==> src/logic/pil_pkg.sv <==
// Constants and carriers for the protection interrupt logic.
// Assumes a 100 MHz system clock and a 32-bit APB register bus.
package pil_pkg;
    // ----------------------------------------------------------------
    // Timing
    // ----------------------------------------------------------------
    localparam int CLK_MHZ    = 100;
    localparam int T_DEB_US   = 20;
    localparam int T_SC_US    = 1000;
    localparam int DEB_CYC    = T_DEB_US * CLK_MHZ;
    localparam int SC_CYC_DEF = T_SC_US * CLK_MHZ;
    localparam int CNT_W      = 17;
    localparam int NCORE      = 4;

    // ----------------------------------------------------------------
    // Register offsets (byte addresses)
    // ----------------------------------------------------------------
    localparam logic [11:0] OFF_TOP_FLAG  = 12'h000;
    localparam logic [11:0] OFF_TOP_MASK  = 12'h004;
    localparam logic [11:0] OFF_TOP_STAT  = 12'h008;
    localparam logic [11:0] OFF_FLAG01    = 12'h00c;
    localparam logic [11:0] OFF_FLAG23    = 12'h010;
    localparam logic [11:0] OFF_CORE_MASK = 12'h014;
    localparam logic [11:0] OFF_CORE_STAT = 12'h018;

    // ----------------------------------------------------------------
    // Field positions
    // ----------------------------------------------------------------
    // Top register: bits 3:0 hold the per-core summary
    localparam int TOP_TW  = 4;
    localparam int TOP_TSD = 5;
    localparam int TOP_LD  = 6;
    localparam int TOP_RST = 7;
    // Core nibble: one nibble per core
    localparam int CB_ILIM = 0;
    localparam int CB_SC   = 1;
    localparam int CB_PG   = 2;
    localparam int CB_RUN  = 3;

    // ----------------------------------------------------------------
    // Values after reset
    // ----------------------------------------------------------------
    localparam logic [3:0] CORE_MASK_RST = 4'h0;
    localparam logic       TOP_MASK_RST  = 1'b0;

    // Raw analog comparator outputs, asynchronous to clk_sys
    typedef struct packed {
        logic [3:0] ilim;
        logic [3:0] fbLow;
        logic [3:0] pg;
        logic       tWarn;
        logic       tSd;
    } pil_ana_t;
endpackage

==> src/logic/pil_debounce.sv <==
// Symmetric debounce filter for one synchronised level.
// Assumes rawIn is already in the clk_sys domain.
`timescale 1ns/1ps
`default_nettype none
module pil_debounce #(
    parameter int LEN = 2
) (
    // Clock and reset
    input  wire logic clk_sys,
    input  wire logic arst_n,
    // Level in and filtered level out
    input  wire logic rawIn,
    output logic      levelOut
);
    localparam int W = pil_pkg::CNT_W;
    localparam logic [W-1:0] LAST = W'(LEN - 1);

    logic [W-1:0] cntReg;
    logic         levelReg;

    // Output flips only after LEN cycles of steady disagreement
    always_ff @(posedge clk_sys or negedge arst_n) begin
        if (!arst_n) begin
            cntReg   <= '0;
            levelReg <= 1'b0;
        end else if (rawIn == levelReg) begin
            cntReg <= '0;
        end else if (cntReg == LAST) begin
            cntReg   <= '0;
            levelReg <= rawIn;
        end else begin
            cntReg <= cntReg + 1'b1;
        end
    end

    assign levelOut = levelReg;
endmodule
`default_nettype wire

==> src/logic/pil_protect_irq.sv <==
// Protection and interrupt logic for a four-core step-down regulator.
// Assumes a 100 MHz clk_sys, an APB master and raw comparator levels.
`timescale 1ns/1ps
`default_nettype none
// Contract
// RULE1: Sort events into warnings, core-disabling protections and faults.
// RULE2: Any warning or protection sets its flag and pulls irq low.
// RULE3: Irq stays low while any unmasked flag is pending.
// RULE4: After a shutdown fault, reset_occurred_flag is set at start-up.
// RULE5: Peak current regulation held 20 us sets current_limit_flag.
// RULE6: Current limit flag write-1 clear is ignored while condition active.
// RULE7: Live per-core current_limit_status bit is readable.
// RULE8: Startup or overload under 0.35 V for 1 ms disables core, flags.
// RULE9: Core disabled by protection shows core_running_status zero.
// RULE10: Host clears short_circuit_flag by writing 1 in its pair register.
// RULE11: Thermal warning flag is maskable, live status, clear blocked if hot.
// RULE12: Thermal shutdown stops all cores, unmaskable, clear blocked if hot.
// RULE13: Software, supply glitch or reset pin rise reset regs, set flag.
// RULE14: Power-good rise sets power_good_flag, maskable, with live status.
// RULE15: Clearing short circuit flag lets an enabled core start again.
// RULE16: Reset_occurred_flag means registers now hold their defaults.
// RULE17: Load measurement done sets a maskable flag with no status.
// RULE18: Masked flags still record but do not drive irq low.
module pil_protect_irq #(
    parameter int SC_CYC = pil_pkg::SC_CYC_DEF
) (
    // Clock and reset
    input  wire logic              clk_sys,
    input  wire logic              arst_n,
    // APB slave
    input  wire logic              psel,
    input  wire logic              penable,
    input  wire logic              pwrite,
    input  wire logic [11:0]       paddr,
    input  wire logic [31:0]       pwdata,
    input  wire logic [3:0]        pstrb,
    output logic      [31:0]       prdata,
    output logic                   pready,
    output logic                   pslverr,
    // Asynchronous event sources
    input  wire pil_pkg::pil_ana_t anaRaw,
    input  wire logic              uvloGlitch,
    input  wire logic              reset_pin_n,
    // Same-clock requests
    input  wire logic              swResetReq,
    input  wire logic              loadMeasDone,
    input  wire logic [3:0]        coreEnable,
    // Core control
    output logic      [3:0]        coreRunEn,
    // Open-drain irq_out_n pin
    input  wire logic              irqOutI,
    output logic                   irqOutO,
    output logic                   irqOutOe
);
    localparam int W  = pil_pkg::CNT_W;
    localparam int NC = pil_pkg::NCORE;
    localparam logic [W-1:0] SC_T = W'(SC_CYC);
    localparam logic [W-1:0] SC_L = W'(SC_CYC - 1);

    // ----------------------------------------------------------------
    // Synchronisers and debounce
    // ----------------------------------------------------------------
    logic [15:0]    sync1Reg;
    logic [15:0]    sync2Reg;
    logic [3:0]     ilimS;
    logic [3:0]     fbLowS;
    logic [3:0]     pgS;
    logic           twS;
    logic           tsdS;
    logic           uvloS;
    logic           pinS;
    logic [9:0]     debIn;
    logic [9:0]     debOut;
    logic [3:0]     ilimDeb;
    logic [3:0]     pgDeb;
    logic           twDeb;
    logic           tsdDeb;
    logic [3:0]     lowDeb;
    logic [3:0]     pgDebD;

    // Two flops per asynchronous level before any logic sees it
    always_ff @(posedge clk_sys or negedge arst_n) begin
        if (!arst_n) begin
            sync1Reg <= 16'h0000;
            sync2Reg <= 16'h0000;
        end else begin
            sync1Reg <= {uvloGlitch, reset_pin_n, anaRaw};
            sync2Reg <= sync1Reg;
        end
    end

    assign {uvloS, pinS, ilimS, fbLowS, pgS, twS, tsdS} = sync2Reg;
    assign debIn = {ilimS, pgS, twS, tsdS};
    assign {ilimDeb, pgDeb, twDeb, tsdDeb} = debOut;

    // Short filters for current limit, power-good and temperature
    for (genvar g = 0; g < 10; g++) begin : gShort
        pil_debounce #(.LEN(pil_pkg::DEB_CYC)) uDeb (
            .clk_sys  (clk_sys),
            .arst_n   (arst_n),
            .rawIn    (debIn[g]),
            .levelOut (debOut[g])
        );
    end

    // Long filter for overload on each feedback comparator
    for (genvar g = 0; g < NC; g++) begin : gLong
        pil_debounce #(.LEN(SC_CYC)) uDeb (
            .clk_sys  (clk_sys),
            .arst_n   (arst_n),
            .rawIn    (fbLowS[g]),
            .levelOut (lowDeb[g])
        );
    end

    // ----------------------------------------------------------------
    // Reset sources
    // ----------------------------------------------------------------
    logic holdNow;
    logic holdDReg;
    logic rstEvt;
    logic softRst;

    // Pin low or supply glitch holds registers at default
    assign holdNow = ~pinS | uvloS;
    // Release of the hold is the start-up after a fault [RULE4]
    assign rstEvt  = swResetReq | (holdDReg & ~holdNow); // [RULE13]
    assign softRst = holdNow | swResetReq;

    // Starts at one so the first release after arst_n counts
    always_ff @(posedge clk_sys or negedge arst_n) begin
        if (!arst_n) begin
            holdDReg <= 1'b1;
            pgDebD   <= 4'h0;
        end else begin
            holdDReg <= holdNow;
            pgDebD   <= pgDeb;
        end
    end

    // ----------------------------------------------------------------
    // APB decode
    // ----------------------------------------------------------------
    logic [31:0] rdMux;
    logic        mapped;
    logic [31:0] wData;
    logic        wrAcc;
    logic [7:0]  topClr;
    logic [15:0] coreClr;
    logic [31:0] prdataReg;

    // Per-core and top flags, masks and core state
    logic [3:0]  ilimFlag;
    logic [3:0]  scFlag;
    logic [3:0]  pgFlag;
    logic        twFlag;
    logic        tsdFlag;
    logic        ldFlag;
    logic        rstFlag;
    logic [3:0]  ilimMask;
    logic [3:0]  pgMask;
    logic        twMask;
    logic        ldMask;
    logic        rstMask;
    logic [3:0]  coreRunReg;
    logic [3:0]  summary;

    assign summary = ilimFlag | scFlag | pgFlag;
    assign wData   = pwdata & {{8{pstrb[3]}}, {8{pstrb[2]}},
                               {8{pstrb[1]}}, {8{pstrb[0]}}};
    assign wrAcc   = psel & penable & pwrite & mapped;

    // Read mux; also tells which offsets exist
    always_comb begin
        rdMux  = 32'h0000_0000;
        mapped = 1'b1;
        case (paddr)
            pil_pkg::OFF_TOP_FLAG: begin
                rdMux[3:0]              = summary;
                rdMux[pil_pkg::TOP_TW]  = twFlag;
                rdMux[pil_pkg::TOP_TSD] = tsdFlag;
                rdMux[pil_pkg::TOP_LD]  = ldFlag;
                rdMux[pil_pkg::TOP_RST] = rstFlag;
            end
            pil_pkg::OFF_TOP_MASK: begin
                rdMux[pil_pkg::TOP_TW]  = twMask;
                rdMux[pil_pkg::TOP_LD]  = ldMask;
                rdMux[pil_pkg::TOP_RST] = rstMask;
            end
            pil_pkg::OFF_TOP_STAT: begin
                rdMux[pil_pkg::TOP_TW]  = twDeb; // [RULE11]
                rdMux[pil_pkg::TOP_TSD] = tsdDeb; // [RULE12]
            end
            pil_pkg::OFF_FLAG01, pil_pkg::OFF_FLAG23: begin
                // Short circuit flags live in separate pair words [RULE8]
                for (int i = 0; i < 2; i++) begin
                    int c;
                    c = (paddr == pil_pkg::OFF_FLAG23) ? i + 2 : i;
                    rdMux[4*i+pil_pkg::CB_ILIM] = ilimFlag[c];
                    rdMux[4*i+pil_pkg::CB_SC]   = scFlag[c];
                    rdMux[4*i+pil_pkg::CB_PG]   = pgFlag[c];
                end
            end
            pil_pkg::OFF_CORE_MASK: begin
                for (int i = 0; i < NC; i++) begin
                    rdMux[4*i+pil_pkg::CB_ILIM] = ilimMask[i];
                    rdMux[4*i+pil_pkg::CB_PG]   = pgMask[i];
                end
            end
            pil_pkg::OFF_CORE_STAT: begin
                // Live bits, no latching [RULE7] [RULE14] [RULE9]
                for (int i = 0; i < NC; i++) begin
                    rdMux[4*i+pil_pkg::CB_ILIM] = ilimDeb[i];
                    rdMux[4*i+pil_pkg::CB_PG]   = pgDeb[i];
                    rdMux[4*i+pil_pkg::CB_RUN]  = coreRunReg[i];
                end
            end
            default: mapped = 1'b0;
        endcase
    end

    // Write-one-to-clear strobes; pair words map to core nibbles [RULE10]
    always_comb begin
        topClr  = 8'h00;
        coreClr = 16'h0000;
        if (wrAcc && paddr == pil_pkg::OFF_TOP_FLAG) begin
            topClr = wData[7:0];
        end
        if (wrAcc && paddr == pil_pkg::OFF_FLAG01) begin
            coreClr[7:0] = wData[7:0];
        end
        if (wrAcc && paddr == pil_pkg::OFF_FLAG23) begin
            coreClr[15:8] = wData[7:0];
        end
    end

    // Read data is captured in the setup cycle, zero wait states
    always_ff @(posedge clk_sys or negedge arst_n) begin
        if (!arst_n) begin
            prdataReg <= 32'h0000_0000;
        end else if (psel && !penable) begin
            prdataReg <= pwrite ? 32'h0000_0000 : rdMux;
        end
    end

    assign prdata  = prdataReg;
    assign pready  = 1'b1;
    assign pslverr = psel & penable & ~mapped;

    // ----------------------------------------------------------------
    // Masks
    // ----------------------------------------------------------------
    // Masks return to default on any device reset
    always_ff @(posedge clk_sys or negedge arst_n) begin
        if (!arst_n) begin
            ilimMask <= pil_pkg::CORE_MASK_RST;
            pgMask   <= pil_pkg::CORE_MASK_RST;
            twMask   <= pil_pkg::TOP_MASK_RST;
            ldMask   <= pil_pkg::TOP_MASK_RST;
            rstMask  <= pil_pkg::TOP_MASK_RST;
        end else if (softRst) begin
            ilimMask <= pil_pkg::CORE_MASK_RST;
            pgMask   <= pil_pkg::CORE_MASK_RST;
            twMask   <= pil_pkg::TOP_MASK_RST;
            ldMask   <= pil_pkg::TOP_MASK_RST;
            rstMask  <= pil_pkg::TOP_MASK_RST;
        end else if (wrAcc && paddr == pil_pkg::OFF_TOP_MASK) begin
            twMask  <= wData[pil_pkg::TOP_TW];
            ldMask  <= wData[pil_pkg::TOP_LD];
            rstMask <= wData[pil_pkg::TOP_RST];
        end else if (wrAcc && paddr == pil_pkg::OFF_CORE_MASK) begin
            for (int i = 0; i < NC; i++) begin
                ilimMask[i] <= wData[4*i+pil_pkg::CB_ILIM];
                pgMask[i]   <= wData[4*i+pil_pkg::CB_PG];
            end
        end
    end

    // ----------------------------------------------------------------
    // Short circuit detection
    // ----------------------------------------------------------------
    logic [W-1:0] stTmr [NC];
    logic [3:0]   scEv;

    // Start-up window timer, saturates at the check point
    always_ff @(posedge clk_sys or negedge arst_n) begin
        if (!arst_n) begin
            for (int i = 0; i < NC; i++) begin
                stTmr[i] <= '0;
            end
        end else begin
            for (int i = 0; i < NC; i++) begin
                if (!coreRunReg[i]) begin
                    stTmr[i] <= '0;
                end else if (stTmr[i] != SC_T) begin
                    stTmr[i] <= stTmr[i] + 1'b1;
                end
            end
        end
    end

    // Below threshold at the 1 ms mark, or overload after it [RULE8]
    always_comb begin
        for (int i = 0; i < NC; i++) begin
            scEv[i] = coreRunReg[i] &
                      ((stTmr[i] == SC_L && fbLowS[i]) |
                       (stTmr[i] == SC_T && lowDeb[i]));
        end
    end

    // ----------------------------------------------------------------
    // Flags
    // ----------------------------------------------------------------
    // Set beats clear; level sets keep flags while condition lasts
    always_ff @(posedge clk_sys or negedge arst_n) begin
        if (!arst_n) begin
            ilimFlag <= 4'h0;
            scFlag   <= 4'h0;
            pgFlag   <= 4'h0;
        end else if (softRst) begin
            ilimFlag <= 4'h0;
            scFlag   <= 4'h0;
            pgFlag   <= 4'h0;
        end else begin
            for (int i = 0; i < NC; i++) begin
                // Warning class: flag only [RULE1] [RULE5] [RULE6]
                ilimFlag[i] <= ilimDeb[i] |
                    (ilimFlag[i] & ~coreClr[4*i+pil_pkg::CB_ILIM]);
                // Protection class: flag and core off [RULE8] [RULE10]
                scFlag[i] <= scEv[i] |
                    (scFlag[i] & ~coreClr[4*i+pil_pkg::CB_SC]);
                // Edge set, so a plain clear sticks [RULE14]
                pgFlag[i] <= (pgDeb[i] & ~pgDebD[i]) |
                    (pgFlag[i] & ~coreClr[4*i+pil_pkg::CB_PG]);
            end
        end
    end

    // Top flags; reset flag set survives the register reset [RULE16]
    always_ff @(posedge clk_sys or negedge arst_n) begin
        if (!arst_n) begin
            twFlag  <= 1'b0;
            tsdFlag <= 1'b0;
            ldFlag  <= 1'b0;
            rstFlag <= 1'b0;
        end else begin
            rstFlag <= rstEvt |
                (~softRst & rstFlag & ~topClr[pil_pkg::TOP_RST]); // [RULE13]
            if (softRst) begin
                twFlag  <= 1'b0;
                tsdFlag <= 1'b0;
                ldFlag  <= 1'b0;
            end else begin
                twFlag  <= twDeb |
                    (twFlag & ~topClr[pil_pkg::TOP_TW]); // [RULE11]
                tsdFlag <= tsdDeb |
                    (tsdFlag & ~topClr[pil_pkg::TOP_TSD]); // [RULE12]
                ldFlag  <= loadMeasDone |
                    (ldFlag & ~topClr[pil_pkg::TOP_LD]); // [RULE17]
            end
        end
    end

    // ----------------------------------------------------------------
    // Core control and interrupt pin
    // ----------------------------------------------------------------
    logic pending;
    logic irqReg;
    logic tsdBlock;

    // Cores stay off while shutdown is hot or still pending
    assign tsdBlock = tsdDeb | tsdFlag;

    // Clearing scFlag re-arms the core if still enabled [RULE15]
    always_ff @(posedge clk_sys or negedge arst_n) begin
        if (!arst_n) begin
            coreRunReg <= 4'h0;
        end else begin
            coreRunReg <= coreEnable & ~scFlag &
                          ~{4{tsdBlock | softRst}}; // [RULE9] [RULE12]
        end
    end

    // Masked flags are excluded; short and shutdown are unmaskable
    assign pending = |(ilimFlag & ~ilimMask) | (|scFlag) |
                     |(pgFlag & ~pgMask) | (twFlag & ~twMask) |
                     tsdFlag | (ldFlag & ~ldMask) |
                     (rstFlag & ~rstMask); // [RULE18] [RULE2]

    // Pin held low until every pending flag is gone [RULE3]
    always_ff @(posedge clk_sys or negedge arst_n) begin
        if (!arst_n) begin
            irqReg <= 1'b0;
        end else begin
            irqReg <= pending;
        end
    end

    assign coreRunEn = coreRunReg;
    assign irqOutO   = 1'b0;
    assign irqOutOe  = irqReg;

    // ----------------------------------------------------------------
    // Assertions
    // ----------------------------------------------------------------
    a_irq_asserts: assert property ( // [RULE2]
        @(posedge clk_sys) disable iff (!arst_n)
        pending |=> irqOutOe)
        else $error("irq not driven while a flag is pending");

    a_irq_release: assert property ( // [RULE3]
        @(posedge clk_sys) disable iff (!arst_n)
        $fell(pending) |=> !irqOutOe ##0 $past(irqOutOe))
        else $error("irq not released after last flag cleared");

    a_masked_quiet: assert property ( // [RULE18]
        @(posedge clk_sys) disable iff (!arst_n)
        (twFlag && twMask && !pending)[*2] |-> !irqOutOe)
        else $error("masked flag drove the irq pin");

    a_ilim_sticky: assert property ( // [RULE6]
        @(posedge clk_sys) disable iff (!arst_n)
        (!softRst && ilimDeb[0]) |=> ilimFlag[0])
        else $error("current limit flag lost while active");

    a_sc_core_off: assert property ( // [RULE9]
        @(posedge clk_sys) disable iff (!arst_n)
        scEv[0] |=> scFlag[0] ##1 !coreRunEn[0])
        else $error("core kept running after short circuit");

    a_sc_startup: assert property ( // [RULE8]
        @(posedge clk_sys) disable iff (!arst_n)
        (coreRunReg[0] && stTmr[0] == SC_L && fbLowS[0] && !softRst)
        |=> scFlag[0])
        else $error("start-up short not flagged at 1 ms");

    a_tsd_all_off: assert property ( // [RULE12]
        @(posedge clk_sys) disable iff (!arst_n)
        tsdDeb |=> coreRunEn == 4'h0 && tsdFlag)
        else $error("cores running during thermal shutdown");

    a_tw_hold: assert property ( // [RULE11]
        @(posedge clk_sys) disable iff (!arst_n)
        (twDeb && !softRst) |=> twFlag)
        else $error("thermal warning flag cleared while hot");

    a_reset_flag: assert property ( // [RULE13]
        @(posedge clk_sys) disable iff (!arst_n)
        rstEvt |=> rstFlag && ilimMask == pil_pkg::CORE_MASK_RST)
        else $error("reset event did not set flag or defaults");

    a_pg_set: assert property ( // [RULE14]
        @(posedge clk_sys) disable iff (!arst_n)
        (!softRst && $rose(pgDeb[1])) |=> pgFlag[1])
        else $error("power-good rise not flagged");

    a_load_set: assert property ( // [RULE17]
        @(posedge clk_sys) disable iff (!arst_n)
        (!softRst && loadMeasDone) |=> ldFlag)
        else $error("load measurement flag not set");

    a_retry_start: assert property ( // [RULE15]
        @(posedge clk_sys) disable iff (!arst_n)
        (!scFlag[3] && coreEnable[3] && !tsdBlock && !softRst)
        |=> coreRunEn[3])
        else $error("enabled core did not restart");
endmodule
`default_nettype wire

==> config.mk <==
export PLATFORM = sky130hd
export DESIGN_NAME = pil_protect_irq
export DESIGN_NICKNAME = d
export VERILOG_FILES = /design/src/logic/pil_pkg.sv /design/src/logic/pil_debounce.sv /design/src/logic/pil_protect_irq.sv
export SDC_FILE = /design/constraint.sdc
export NUM_CORES = 1
export LEC_CHECK = 0
export ABC_AREA = 0
export ABC_CLOCK_PERIOD_IN_PS = 2050
export BUFFER_PORTS_ARGS = -buffer_cell sky130_fd_sc_hd__clkbuf_2
export CELL_PAD_IN_SITES_DETAIL_PLACEMENT = 0
export CELL_PAD_IN_SITES_GLOBAL_PLACEMENT = 1
export CORE_MARGIN = 2
export CORE_UTILIZATION = 44
export DETAILED_ROUTE_END_ITERATION = 6
export GPL_ROUTABILITY_DRIVEN = 0
export PLACE_DENSITY = 0.78
export SETUP_SLACK_MARGIN = 0.2
export SKIP_CTS_REPAIR_TIMING = 1
export SLEW_MARGIN = 20
export SYNTH_ARGS = -nofsm -noshare
export SYNTH_HDL_FRONTEND = slang
export SYNTH_SLANG_ARGS = --single-unit
==> constraint.sdc <==
create_clock -name clk_sys -period 2.05 [get_ports clk_sys]
set_clock_uncertainty 0.2 [all_clocks]
set_input_delay 0 -clock clk_sys [delete_from_list [all_inputs] [get_ports clk_sys]]
set_output_delay 0 -clock clk_sys [all_outputs]
set_load 0.01 [all_outputs]
# Word-level counts from Yosys, hierarchy flattened
# Cells that the tools add are included.
# totals
regBits	421
latch_bits	0
ramBits	0
mem_bits_ro	0
in_bits	76
out_inout_bits	40
elab_cells	369
memories	0
# classes
addsub	18
n_mul	0
n_div	0
n_lt_le_gt_ge	2
n_eq_ne	51
n_shift	0
n_mux	93
bitwise_logic	116
n_reduce_logical	38
# ops
op	n
2-to-1 mux 17 bit	36
adder 17 x 1 -> 17 bit, second input constant	18
equality test 17 bit, second input constant	12
equality test 17 x 11 -> 1 bit, second input constant	10
inequality test 17 bit, second input constant	4
inverter 1 bit	41
equality test 12 x 5 -> 1 bit, second input constant	3
2-to-1 mux 4 bit	9
AND 1 bit	33
OR 1 bit	31
AND reduction 2 bit	15
equality test 12 x 4 -> 1 bit, second input constant	2
2-to-1 mux 1 bit	24
AND 4 bit	4
2-to-1 mux 16 bit	1
inverter 4 bit	4
AND 15 bit	1
equality test 1 bit	14
logical AND 1 bit	14
2-to-1 mux 7 bit	2
binary-select mux 1 bit (select 2 bit)	6
equality test 12 x 3 -> 1 bit, second input constant	1
zero test 12 bit	1
one-hot mux 1 bit (2 select lines)	6
other kinds (15)	26

# Logic depth before layout (Yosys ltp)
# Gate-level depths: netlist of run 1.
# depth
depth_word	10
mapped_depth	7
ltp_nobuf	6

# Hierarchy
# A second synthesis of run 1 with hierarchy kept.
# hier_totals
hier_cells	1948
hier_area_um2	19730.2
# modules_own_cells
mod	instances	cells_each	area_per_inst_um2	seq_area_each_um2
pil_debounce (gShort[0].uDeb ...)	10	87	888.4	450.4
pil_protect_irq	1	730	7298.2	3779.9
pil_debounce (gLong[0].uDeb ...)	4	87	887.1	450.4

# Least setup slack after synthesis of run 1
# Ideal clock, no wire load.
# synth_timing
path_type	reg-to-reg
startpoint	reg gLong[0].uDeb.cntReg[0]
endpoint	reg gLong[0].uDeb.cntReg[15]
setup_time_ns	0.119
t_arrival_ns	1.761
required_ns	1.731
setup_slack_ns	-0.030
path_stages_with_launch	8
n_path_buf	2
period_less_slack_ns	2.080
path_cell_list	dfrtp_1 ha_1 and4_1 clkbuf_1 nand2_1 o41ai_4 buf_6 nor2_1
# synth_via
elab_chain_cells	3
elab_cells_between_ends	4
cone_classes	1 x add/sub; 1 x eq/ne; 2 x mux
# synth_rtl
element	line	text
from (decl)	pil_debounce.sv:18	logic [W-1:0] cntReg;
from (signal assigned)	pil_debounce.sv:32	cntReg <= cntReg + 1'b1;
adder 17 x 1 -> 17 bit / equality test 17 bit (equally long branches)	pil_debounce.sv:32, pil_debounce.sv:28	
2-to-1 mux 17 bit *	pil_debounce.sv:28	end else if (cntReg == LAST) begin
2-to-1 mux 17 bit *	pil_debounce.sv:26	end else if (rawIn == levelReg) begin
# Every way passes the cells marked *; elsewhere a longest branch is shown, timed or not.
# A chain may end at the register's enable or synchronous reset.

# Worst setup path in the final report of run 1
# layout_timing
startpoint	reg stTmr[65] (netlist bit)
endpoint	reg stTmr[52] (netlist bit)
# layout_via
elab_chain_cells	2
# layout_rtl
element	line	text
from (decl)	pil_protect_irq.sv:282	logic [W-1:0] stTmr [NC];
from (signal, indexed assignment)	pil_protect_irq.sv:296	stTmr[i] <= stTmr[i] + 1'b1;
inequality test 17 bit	pil_protect_irq.sv:295	end else if (stTmr[i] != SC_T) begin
inequality test 2 x 1 -> 1 bit (no line)	n/a	
# No other way between the ends.

==> flow_summary.yaml, run 1 <==
critical_path:
  crit_arrival_ps: 2300
  timing.critical_path.cells: "or4b_4 -> or4_4 -> o21ai_2 -> a21oi_1"
  timing.setup.critical_path_class: "reg -> reg"
  crit_path_start_kind: "flip-flop"
  worst_setup_path_end_kind: "flip-flop"
  cp.required_ps: 2280
  critical-path-max-stage-delay_ps: 570
  critical_path.slowest_cell: "or4b_4"
  cp_max_fanout: 3
cts:
  cts_root_buffer: "clkbuf_16"
  clk_pin_slew_worst_paths_ps: 60
  worst_skew_pair.late_latency_ps: 570
  max-clock-path-buffers: 3
  tritoncts: "done"
  cts.htree.levels: 2
  cts_num_sinks: 403
  total_clock_buffers_created_by_cts: 45
die:
  die_height_um: 215
  die_area_um2: 46400
  rows: 77
  io_pins: 116
  die_width_um: 215
  floorplan.core_area_um2: 44200
  initial_utilization: 0.445
finish:
  final_cells: 2915
  share_of_final_layout_standard_cells_stronger_than_drive_strength_1: 0.236
  num_antenna_cells: 0
  postLayoutCoreUtil: 0.571
  synthToLayoutAreaGrowth_pct: 28.3
  finalNetCount: 2389
drt:
  wire_per_inst_um: 16.1
  firstDrtPassIters: 5
  ant_nets: 0
  drt-vias-per-instance: 5.35
  drt_iter0_markers: 1104
  num_vias: 15589
  drt_wl_total_mm: 47.0
  final_routed_drc_violation_total: 0
synthesis:
  number_of_enable_flip_flop_cells_after_synthesis: 0
  synth_top_area_cell: "dfrtp_1"
  synth-compound-area-share: 0.0471
  ys_seq_area_frac: 0.513
  synth.area.top_cells: "dfrtp_1, xnor2_1, nor2_1, xor2_1, nand4_1"
  yosys_register_bits: 403
  ys.flop_type: "dfrtp_1"
  count_leader_synth: "dfrtp_1"
  yosys-mux-area-fraction: 0.0148
  avgSynthCellArea_um2: 9.91
  synth_cells: 1985
  yosys.cell_types.count: 71
  synth_adder_area_share: 0.0140
  commonest_cells_post_synth: "dfrtp_1, nor2_1, xnor2_1, nand2_1, nand4_1"
  mappedNetlistArea_um2: 19700
  postSynth.asyncResetShare: 1.00
  synth_top_area_frac: 0.511
  synth_top_family_by_area: "simple AND/OR/NAND/NOR gates"
  yosysWarnings: 0
  synth_simple_gate_area_share: 0.261
  yosys.area_share.xor_xnor: 0.114
timing:
  min_period_over_period: 1.01
  slew_violations: 0
  report.final.hold_viol_count: 25
  max_freq_mhz: 482
  period_minus_slack_ps: 2070
  finalSetupViolations: 4
  slew_limit_headroom: 0.555
  rsz_0062_raised_after_global_routing: "yes"
  timing_worst_slew_pin_value_ps: 667
  setup_slack_ps: -22.8
  hold_slack_ps: -186
grt:
  grt_util_all_layers: 0.193
  grt_start_max_net_pins: 87
  globalRoute.totalOverflow: 0
  initial_antenna_violation_count: 0
  grt_pass1_wl_mm: 74.6
  first_global_vias: 14793
power_and_ir_drop:
  powerDensity_nw_per_um2: 672
  static_leak_uw: 0.0101
  finalPower_uw: 17000
  worst_ir_drop_vdd_mv: 0.744
run_status:
  violations: "hold timing, setup timing"
  status: "complete, but fails checks"
placement:
  placed_cells_incl_taps: 2701
  port_buffers: 71
  place.detailed.hpwl_mm: 30.3
hold_path:
  hp-class: "in -> reg"
job:
  cap_viol_max_count: 0
-- cell usage in the layout (no fill, tap or decap), types with 27 or more instances in the layout --
| master | count |
|---|---|
| nand4_1 | 108 |
| nor3_1 | 66 |
| o21ai_0 | 27 |
| nor4_1 | 65 |
| dfrtp_1 | 388 |
| buf_4 | 148 |
| a21oi_1 | 31 |
| xnor2_1 | 176 |
| clkbuf_2 | 70 |
| nor2_1 | 243 |
| inv_1 | 73 |
| nor2_4 | 44 |
| nand3_1 | 100 |
| nand2_1 | 112 |
| xor2_1 | 79 |
| clkbuf_16 | 47 |
| dlygate4sd3_1 | 70 |
-- state kept, by name, indices dropped and copies added (netlist names), 10 cells and up --
register,cells
gLong.uDeb.cntReg,68
gShort.uDeb.cntReg,170
gShort.uDeb.levelOut,10
prdata,14
stTmr,68
sync1Reg,16
sync2Reg,16
-- layer usage --
metal,routed length [um],share of wire,up-vias,track usage
li1,-,-,7552,-
met1,21800,0.46,7659,0.274
met2,21600,0.46,303,0.295
met3,2410,0.051,75,0.0437
met4,1140,0.024,0,0.0591
met5,0,0,-,0
-- path summary, 6_finish.rpt --
| check | to | slack, ps | cells past startpoint | from |
|---|---|---|---|---|
| max reg2reg | stTmr[52] | -20 | 4 | stTmr[65] |
| min | ilimFlag[3] | -190 | 5 | paddr[10] |
| max | stTmr[52] | -20 | 4 | stTmr[65] |
| min in group asynchronous | gLong[1].uDeb.cntReg[15] | 420 | 4 | arst_n |
| min reg2reg | sync2Reg[14] | 150 | 0 | sync1Reg[14] |
| max in group asynchronous | gLong[0].uDeb.cntReg[11] | 750 | 4 | arst_n |
-- layout make-up --
cell class | count | area (um^2)
Multi-Input combinational cell | 1448 | 10100
Timing Repair Buffer | 315 | 2600
Clock inverter | 18 | 175
Clock buffer | 61 | 1250
Fill cell | 3718 | 19000
Sequential cell | 403 | 10100
Inverter | 78 | 295
Tap cell | 592 | 741
-- per-stage QoR --
| stage | instance area (um^2) | setup slack (ps) | TNS [ps] |
|---|---|---|---|
| global placement | 21500 | -24.5 | -30.7 |
| detailed placement | 21500 | -49.4 | -59.7 |
| finish | 25200 | -22.8 | -50.2 |
| CTS | 22900 | -74.3 | -315 |
| floorplan | 19900 | 20.5 | 0 |
| global route | 25200 | -57.6 | -663 |
-- cell families (layout without fill, tap and decap cells) --
family / Yosys count / after routing
simple gates: 988 / 988
flops: 403 / 403
xor+xnor: 256 / 256
buf+inv: 152 / 472
compound gates: 135 / 135
mux: 27 / 27
fa+ha+maj: 22 / 22
other cells: 2 / 20
-- report_power, final --
part	switching (uW)	internal [uW]
combinational	533	368
sequential	115	8070
clock	3260	4620
total	3910	13100
-- critical path: cells and delay by family (launching register included) --
| kind | cells | cell delay (ps) |
|---|---|---|
| flops | 1 | 400 |
| compound gates | 2 | 210 |
| simple gates | 2 | 1140 |
(Power assumes the default switching activity.)
==> run 2: changes to the inputs <==
--- a/config.mk
+++ b/config.mk
@@ -11,10 +11,11 @@
 export CELL_PAD_IN_SITES_DETAIL_PLACEMENT = 0
 export CELL_PAD_IN_SITES_GLOBAL_PLACEMENT = 1
 export CORE_MARGIN = 2
-export CORE_UTILIZATION = 44
+export CORE_UTILIZATION = 34
 export DETAILED_ROUTE_END_ITERATION = 6
 export GPL_ROUTABILITY_DRIVEN = 0
-export PLACE_DENSITY = 0.78
+export PLACE_DENSITY = 0.63
+export REMOVE_ABC_BUFFERS = 1
 export SETUP_SLACK_MARGIN = 0.2
 export SKIP_CTS_REPAIR_TIMING = 1
 export SLEW_MARGIN = 20
==> constraint.sdc (replaced) <==
create_clock -name clk_sys -period 2.05 [get_ports clk_sys]
set_clock_uncertainty 0.2 [all_clocks]
set_input_delay 0.615 -clock clk_sys [delete_from_list [all_inputs] [get_ports clk_sys]]
set_output_delay 0.615 -clock clk_sys [all_outputs]
set_load 0.01 [all_outputs]
==> run 2 against run 1 <==
Clock power up 11%. Critical path type is now in -> out. Die area increased by 29%. Hold slack better by 230 ps. Maximum frequency shrank 13%. Final cell count grew 5.7%. Largest power group is now the clock network. The run ends with setup timing left. First-iteration DRC count fell by 22%. Via count down 1.1%. Worst setup slack got worse by 310 ps. Sequential share of layout area shrank 0.71 points.
==> flow_summary.yaml, run 2 (synthesis gave the netlist of run 1 again) <==
run_status:
  status: "complete, but fails checks"
  violations: "setup timing"
critical_path:
  timing.setup.critical_path_class: "in -> out"
  crit_arrival_ps: 1560
  critical-path-max-stage-delay_ps: 250
  crit_path_start: "paddr[10]"
  crit_path_start_kind: "input pin"
  reg2regPathDepth: 4
  timing.critical_path.cells: "buf_6 -> nor4_4 -> buf_4 -> and2_4 -> a31oi_4 -> buf_2"
  cp.required_ps: 1230
  cp_max_fanout: 2
  regToRegEndpoint: "gShort[4].uDeb.levelOut"
  critical_path.slowest_cell: "nor4_4"
  reg2reg_slack_ps: -30
  reg2reg_from: "gShort[4].uDeb.cntReg[16]"
  worst_setup_path_end_kind: "output port"
finish:
  largest_registers: "gShort.uDeb.cntReg x170, gLong.uDeb.cntReg x68, stTmr x68"
  postLayoutCoreUtil: 0.447
  final.fill_count: 5541
  synthToLayoutAreaGrowth_pct: 30.7
  layout.cells.most_common_list: "dfrtp_1, nor2_1, xnor2_1, buf_4, nand2_1"
  num_antenna_cells: 0
  finalNetCount: 2379
  multi_input_area_um2: 10100
  mostFrequentLayoutCell: "dfrtp_1"
  ff_latch_area_um2: 10100
  final_instance_area_um2: 25700
  top_register_by_number_of_flip_flops: "gShort.uDeb.cntReg"
  share_of_final_layout_standard_cells_stronger_than_drive_strength_1: 0.263
  largest_reg_flops: 170
grt:
  grt_pass1_wl_mm: 79.3
  initial_antenna_violation_count: 2
  grt_start_max_net_pins: 76
  first_global_vias: 15155
  globalRoute.totalOverflow: 0
  grt_util_all_layers: 0.161
timing:
  max_freq_mhz: 420
  report.final.hold_viol_count: 0
  setup_slack_ps: -329
  hold_slack_ps: 45.9
  finalSetupViolations: 9
  period_minus_slack_ps: 2380
  min_period_over_period: 1.16
  slew_limit_headroom: 0.637
  timing_worst_slew_pin_value_ps: 545
  rsz_0062_raised_after_global_routing: "yes"
  slew_violations: 0
drt:
  drt_iter0_markers: 859
  firstDrtPassIters: 5
  ant_nets: 0
  final_routed_drc_violation_total: 0
  drt-vias-per-instance: 5.00
  num_vias: 15418
  wire_per_inst_um: 15.8
  drt_wl_total_mm: 48.7
cts:
  tritoncts: "done"
  cts_num_sinks: 403
  clk_pin_slew_worst_paths_ps: 60
  cts.htree.levels: 2
  total_clock_buffers_created_by_cts: 47
  worst_skew_pair.late_latency_ps: 590
  max-clock-path-buffers: 3
  cts_root_buffer: "clkbuf_16"
placement:
  placed_standard_cell_area_um2: 22200
  port_buffers: 71
  dp_worst_setup_slack_ps: -602
  place.detailed.hpwl_mm: 33.8
power_and_ir_drop:
  clkPwrFrac: 0.489
  powerDensity_nw_per_um2: 693
  power.internal_uw: 13700
  switching_share: 0.229
  static_leak_uw: 0.0103
  sequential_share_of_power: 0.458
  worst_ir_drop_vdd_mv: 0.528
  net_switching_power_figure_uw: 4080
  share_comb_of_total_power: 0.052
job:
  cap_viol_max_count: 0
die:
  die_height_um: 245
  initial_utilization: 0.342
  io_pins: 116
  die_area_um2: 59800
  floorplan.core_area_um2: 57500
  rows: 88
  die_width_um: 245
hold_path:
  whs_endpoint: "coreRunEn[2]"
  hp-start: "coreEnable[2]"
  hold_depth: 3
  hp-class: "in -> reg"
[run 2: cell types whose count changed in the layout (fill, tap and decap cells not counted), moves of 5 or more]
cell,delta
clkbuf_2,-21
dfrtp_1,-5
clkbuf_8,+7
buf_2,+7
clkbuf_1,-7
nor2_4,+17
dfrtp_2,+5
buf_4,+28
dlygate4sd3_1,-53
buf_12,+12
nor2_1,-17
ha_4,-5
buf_6,+16
[run 2: how the worst max path moves through the flow]
stage / endpoint / slack, ps
after floorplan: pslverr / -250
after global placement: pslverr / -610
after detailed placement: pslverr / -600
after CTS: pslverr / -600
after global routing: pslverr / -380
final: pslverr / -330
[run 2: worst max-delay path, delay by kind of cell]
family / cells / cell delay, ps
simple gates: 2 / 410
compound gates: 1 / 110
buf+inv: 3 / 430
[run 2: area by class of cell]
type | instances | share of cell area
Timing Repair Buffer | 303 | 0.102
Clock inverter | 22 | 0.00997
Sequential cell | 403 | 0.393
Clock buffer | 63 | 0.0531
Tap cell | 765 | 0.0372
Inverter | 78 | 0.0114
Multi-Input combinational cell | 1448 | 0.393
[run 2: through the flow]
stage / TNS (ps) / power, uW / std cells
5_1_grt: -2240 / 18600 / 3082
3_3_place_gp: -10720 / 9070 / 2931
3_5_place_dp: -11220 / 9080 / 2931
4_1_cts: -1750 / 17900 / 3016
2_1_floorplan: -1400 / 8550 / 1929
6_report: -397 / 17800 / 3082
[run 2: routing by layer]
layer	up-vias	GRT usage	routed length, um	share of wire
met2	229	0.252	22400	0.46
met4	2	0.0416	1080	0.022
met5	-	0	8	0.00016
met1	7573	0.228	23000	0.47
met3	76	0.0346	2190	0.045
li1	7538	-	-	-
[run 2: power by group through the flow]
| stage | logic [uW] | registers [uW] | clock network [uW] |
|---|---|---|---|
| 2_1_floorplan | 260 | 8290 | 0 |
| 3_3_place_gp | 770 | 8300 | 0 |
| 3_5_place_dp | 777 | 8310 | 0 |
| 4_1_cts | 782 | 8160 | 9000 |
| 5_1_grt | 1050 | 8190 | 9380 |
| 6_report | 935 | 8170 | 8720 |
==> run 3: changes to the inputs <==
==> constraint.sdc (replaced) <==
create_clock -name clk_sys -period 2.05 [get_ports clk_sys]
set_clock_uncertainty 0.2 [all_clocks]
set_input_delay 0.615 -clock clk_sys [delete_from_list [all_inputs] [get_ports clk_sys]]
set_output_delay 0.615 -clock clk_sys [all_outputs]
set_load 0.005 [all_outputs]
==> run 3 against run 2 <==
Largest cell class is now multi-input gates. Highest routed layer is now met4. Final cell count increased by 0.32%. Sequential cell count unchanged. The run still ends with setup timing left. Hold slack got worse by 39 ps. Worst setup slack got worse by 0.70 ps.
==> flow_summary.yaml, run 3 (synthesis gave the netlist of run 1 again) <==
power_and_ir_drop:
  worst_ir_drop_vdd_mv: 0.569
  powerDensity_nw_per_um2: 695
  static_leak_uw: 0.0103
finish:
  share_of_final_layout_standard_cells_stronger_than_drive_strength_1: 0.269
  final_cells: 3092
  largest_reg_flops: 170
  synthToLayoutAreaGrowth_pct: 30.9
  top_register_by_number_of_flip_flops: "gShort.uDeb.cntReg"
  num_antenna_cells: 0
  mostFrequentLayoutCell: "dfrtp_1"
  largest_registers: "gShort.uDeb.cntReg x170, gLong.uDeb.cntReg x68, stTmr x68"
  postLayoutCoreUtil: 0.448
  layout.cells.most_common_list: "dfrtp_1, nor2_1, buf_4"
  finalNetCount: 2389
  final_instance_area_um2: 25800
cts:
  clk_pin_slew_worst_paths_ps: 70
  total_clock_buffers_created_by_cts: 47
  cts_root_buffer: "clkbuf_16"
  max-clock-path-buffers: 3
  cts.htree.levels: 2
  tritoncts: "done"
  worst_skew_pair.late_latency_ps: 590
  cts_num_sinks: 403
critical_path:
  crit_path_start_kind: "input pin"
  cp.required_ps: 1230
  cp_max_fanout: 2
  timing.setup.critical_path_class: "in -> out"
  worst_setup_path_end_kind: "output port"
  crit_arrival_ps: 1560
run_status:
  status: "complete, but fails checks"
  violations: "setup timing"
grt:
  grt_start_max_net_pins: 84
  grt.met1_usage: 0.223
  top_usage_layer: "met2"
  first_global_vias: 14976
  grt_pass1_wl_mm: 78.5
  globalRoute.totalOverflow: 0
  groute.layer.met3.usage: 0.0304
  grt_util_all_layers: 0.160
  use_met2: 0.254
  initial_antenna_violation_count: 0
timing:
  period_minus_slack_ps: 2380
  slew_limit_headroom: 0.652
  min_period_over_period: 1.16
  slew_violations: 0
  max_freq_mhz: 420
  timing_worst_slew_pin_value_ps: 522
  finalSetupViolations: 4
  rsz_0062_raised_after_global_routing: "yes"
  report.final.hold_viol_count: 0
  setup_slack_ps: -330
drt:
  firstDrtPassIters: 5
  wire_per_inst_um: 15.8
  drt_iter0_markers: 827
  drt-vias-per-instance: 5.02
  drt_wl_total_mm: 49.0
  ant_nets: 0
  num_vias: 15522
  final_routed_drc_violation_total: 0
placement:
  dp_worst_setup_slack_ps: -605
  placed_standard_cell_area_um2: 22100
  placed_cells_incl_taps: 2931
  place.detailed.hpwl_mm: 33.5
  port_buffers: 71
die:
  rows: 88
  floorplan.core_area_um2: 57500
  die_height_um: 245
  die_width_um: 245
  initial_utilization: 0.342
  die_area_um2: 59800
  io_pins: 116
job:
  cap_viol_max_count: 0
hold_path:
  hp-class: "in -> reg"
-- run 3: changes by cell type in the layout (fill, tap and decap cells not counted), sizes merged --
cell,delta
clkinv,-2
bufinv,+1
clkinvlp,+2
buf,+4
inv,-2
clkbuf,+7
-- run 3: final cells by class --
type	instances	area, um^2
Clock buffer	64	1340
Clock inverter	21	285
Fill cell	5553	31700
Inverter	78	293
Multi-Input combinational cell	1448	10100
Sequential cell	403	10100
Tap cell	765	957
Timing Repair Buffer	313	2650
-- run 3: critical path, stage by stage --
cell,delay (ps)
clkbuf_2,100
nor4_4,250
buf_4,170
and2_4,160
a31oi_4,100
buf_2,160
-- run 3: worst paths after layout --
check                              start                        to  slack, ps  cells after the start
setup / recovery               paddr[10]                   pslverr       -330                      6
hold / removal             coreEnable[2]              coreRunEn[2]          7                      3
setup reg to reg               stTmr[62]                 stTmr[52]        -30                      4
hold reg to reg             sync1Reg[10]              sync2Reg[10]        140                      0
max in group asynchronous         arst_n   gLong[2].uDeb.cntReg[5]        640                      3
min in group asynchronous         arst_n  gLong[1].uDeb.cntReg[15]        260                      2
-- run 3: per-stage QoR --
| stage | setup TNS, ps | hold slack, ps | power, uW |
|---|---|---|---|
| 6_report | -397 | 7.25 | 17900 |
| 5_1_grt | -1890 | 19.7 | 18700 |
| 4_1_cts | -2060 | -378 | 18000 |
| 3_5_place_dp | -11230 | 135 | 9070 |
| 3_3_place_gp | -10280 | 133 | 9060 |
| 2_1_floorplan | -1360 | 119 | 8540 |
-- run 3: layer usage --
layer	vias to the layer above	part of all wire	wire [um]
met5	-	0	0
met4	0	0.021	1030
met3	76	0.041	2000
met2	218	0.47	22900
met1	7662	0.47	23100
li1	7566	-	-
-- run 3: power by group --
| group | switching (uW) | internal [uW] | leakage [uW] |
|---|---|---|---|
| clock | 3460 | 5340 | 0.000783 |
| combinational | 545 | 380 | 0.00408 |
| sequential | 107 | 8070 | 0.00548 |
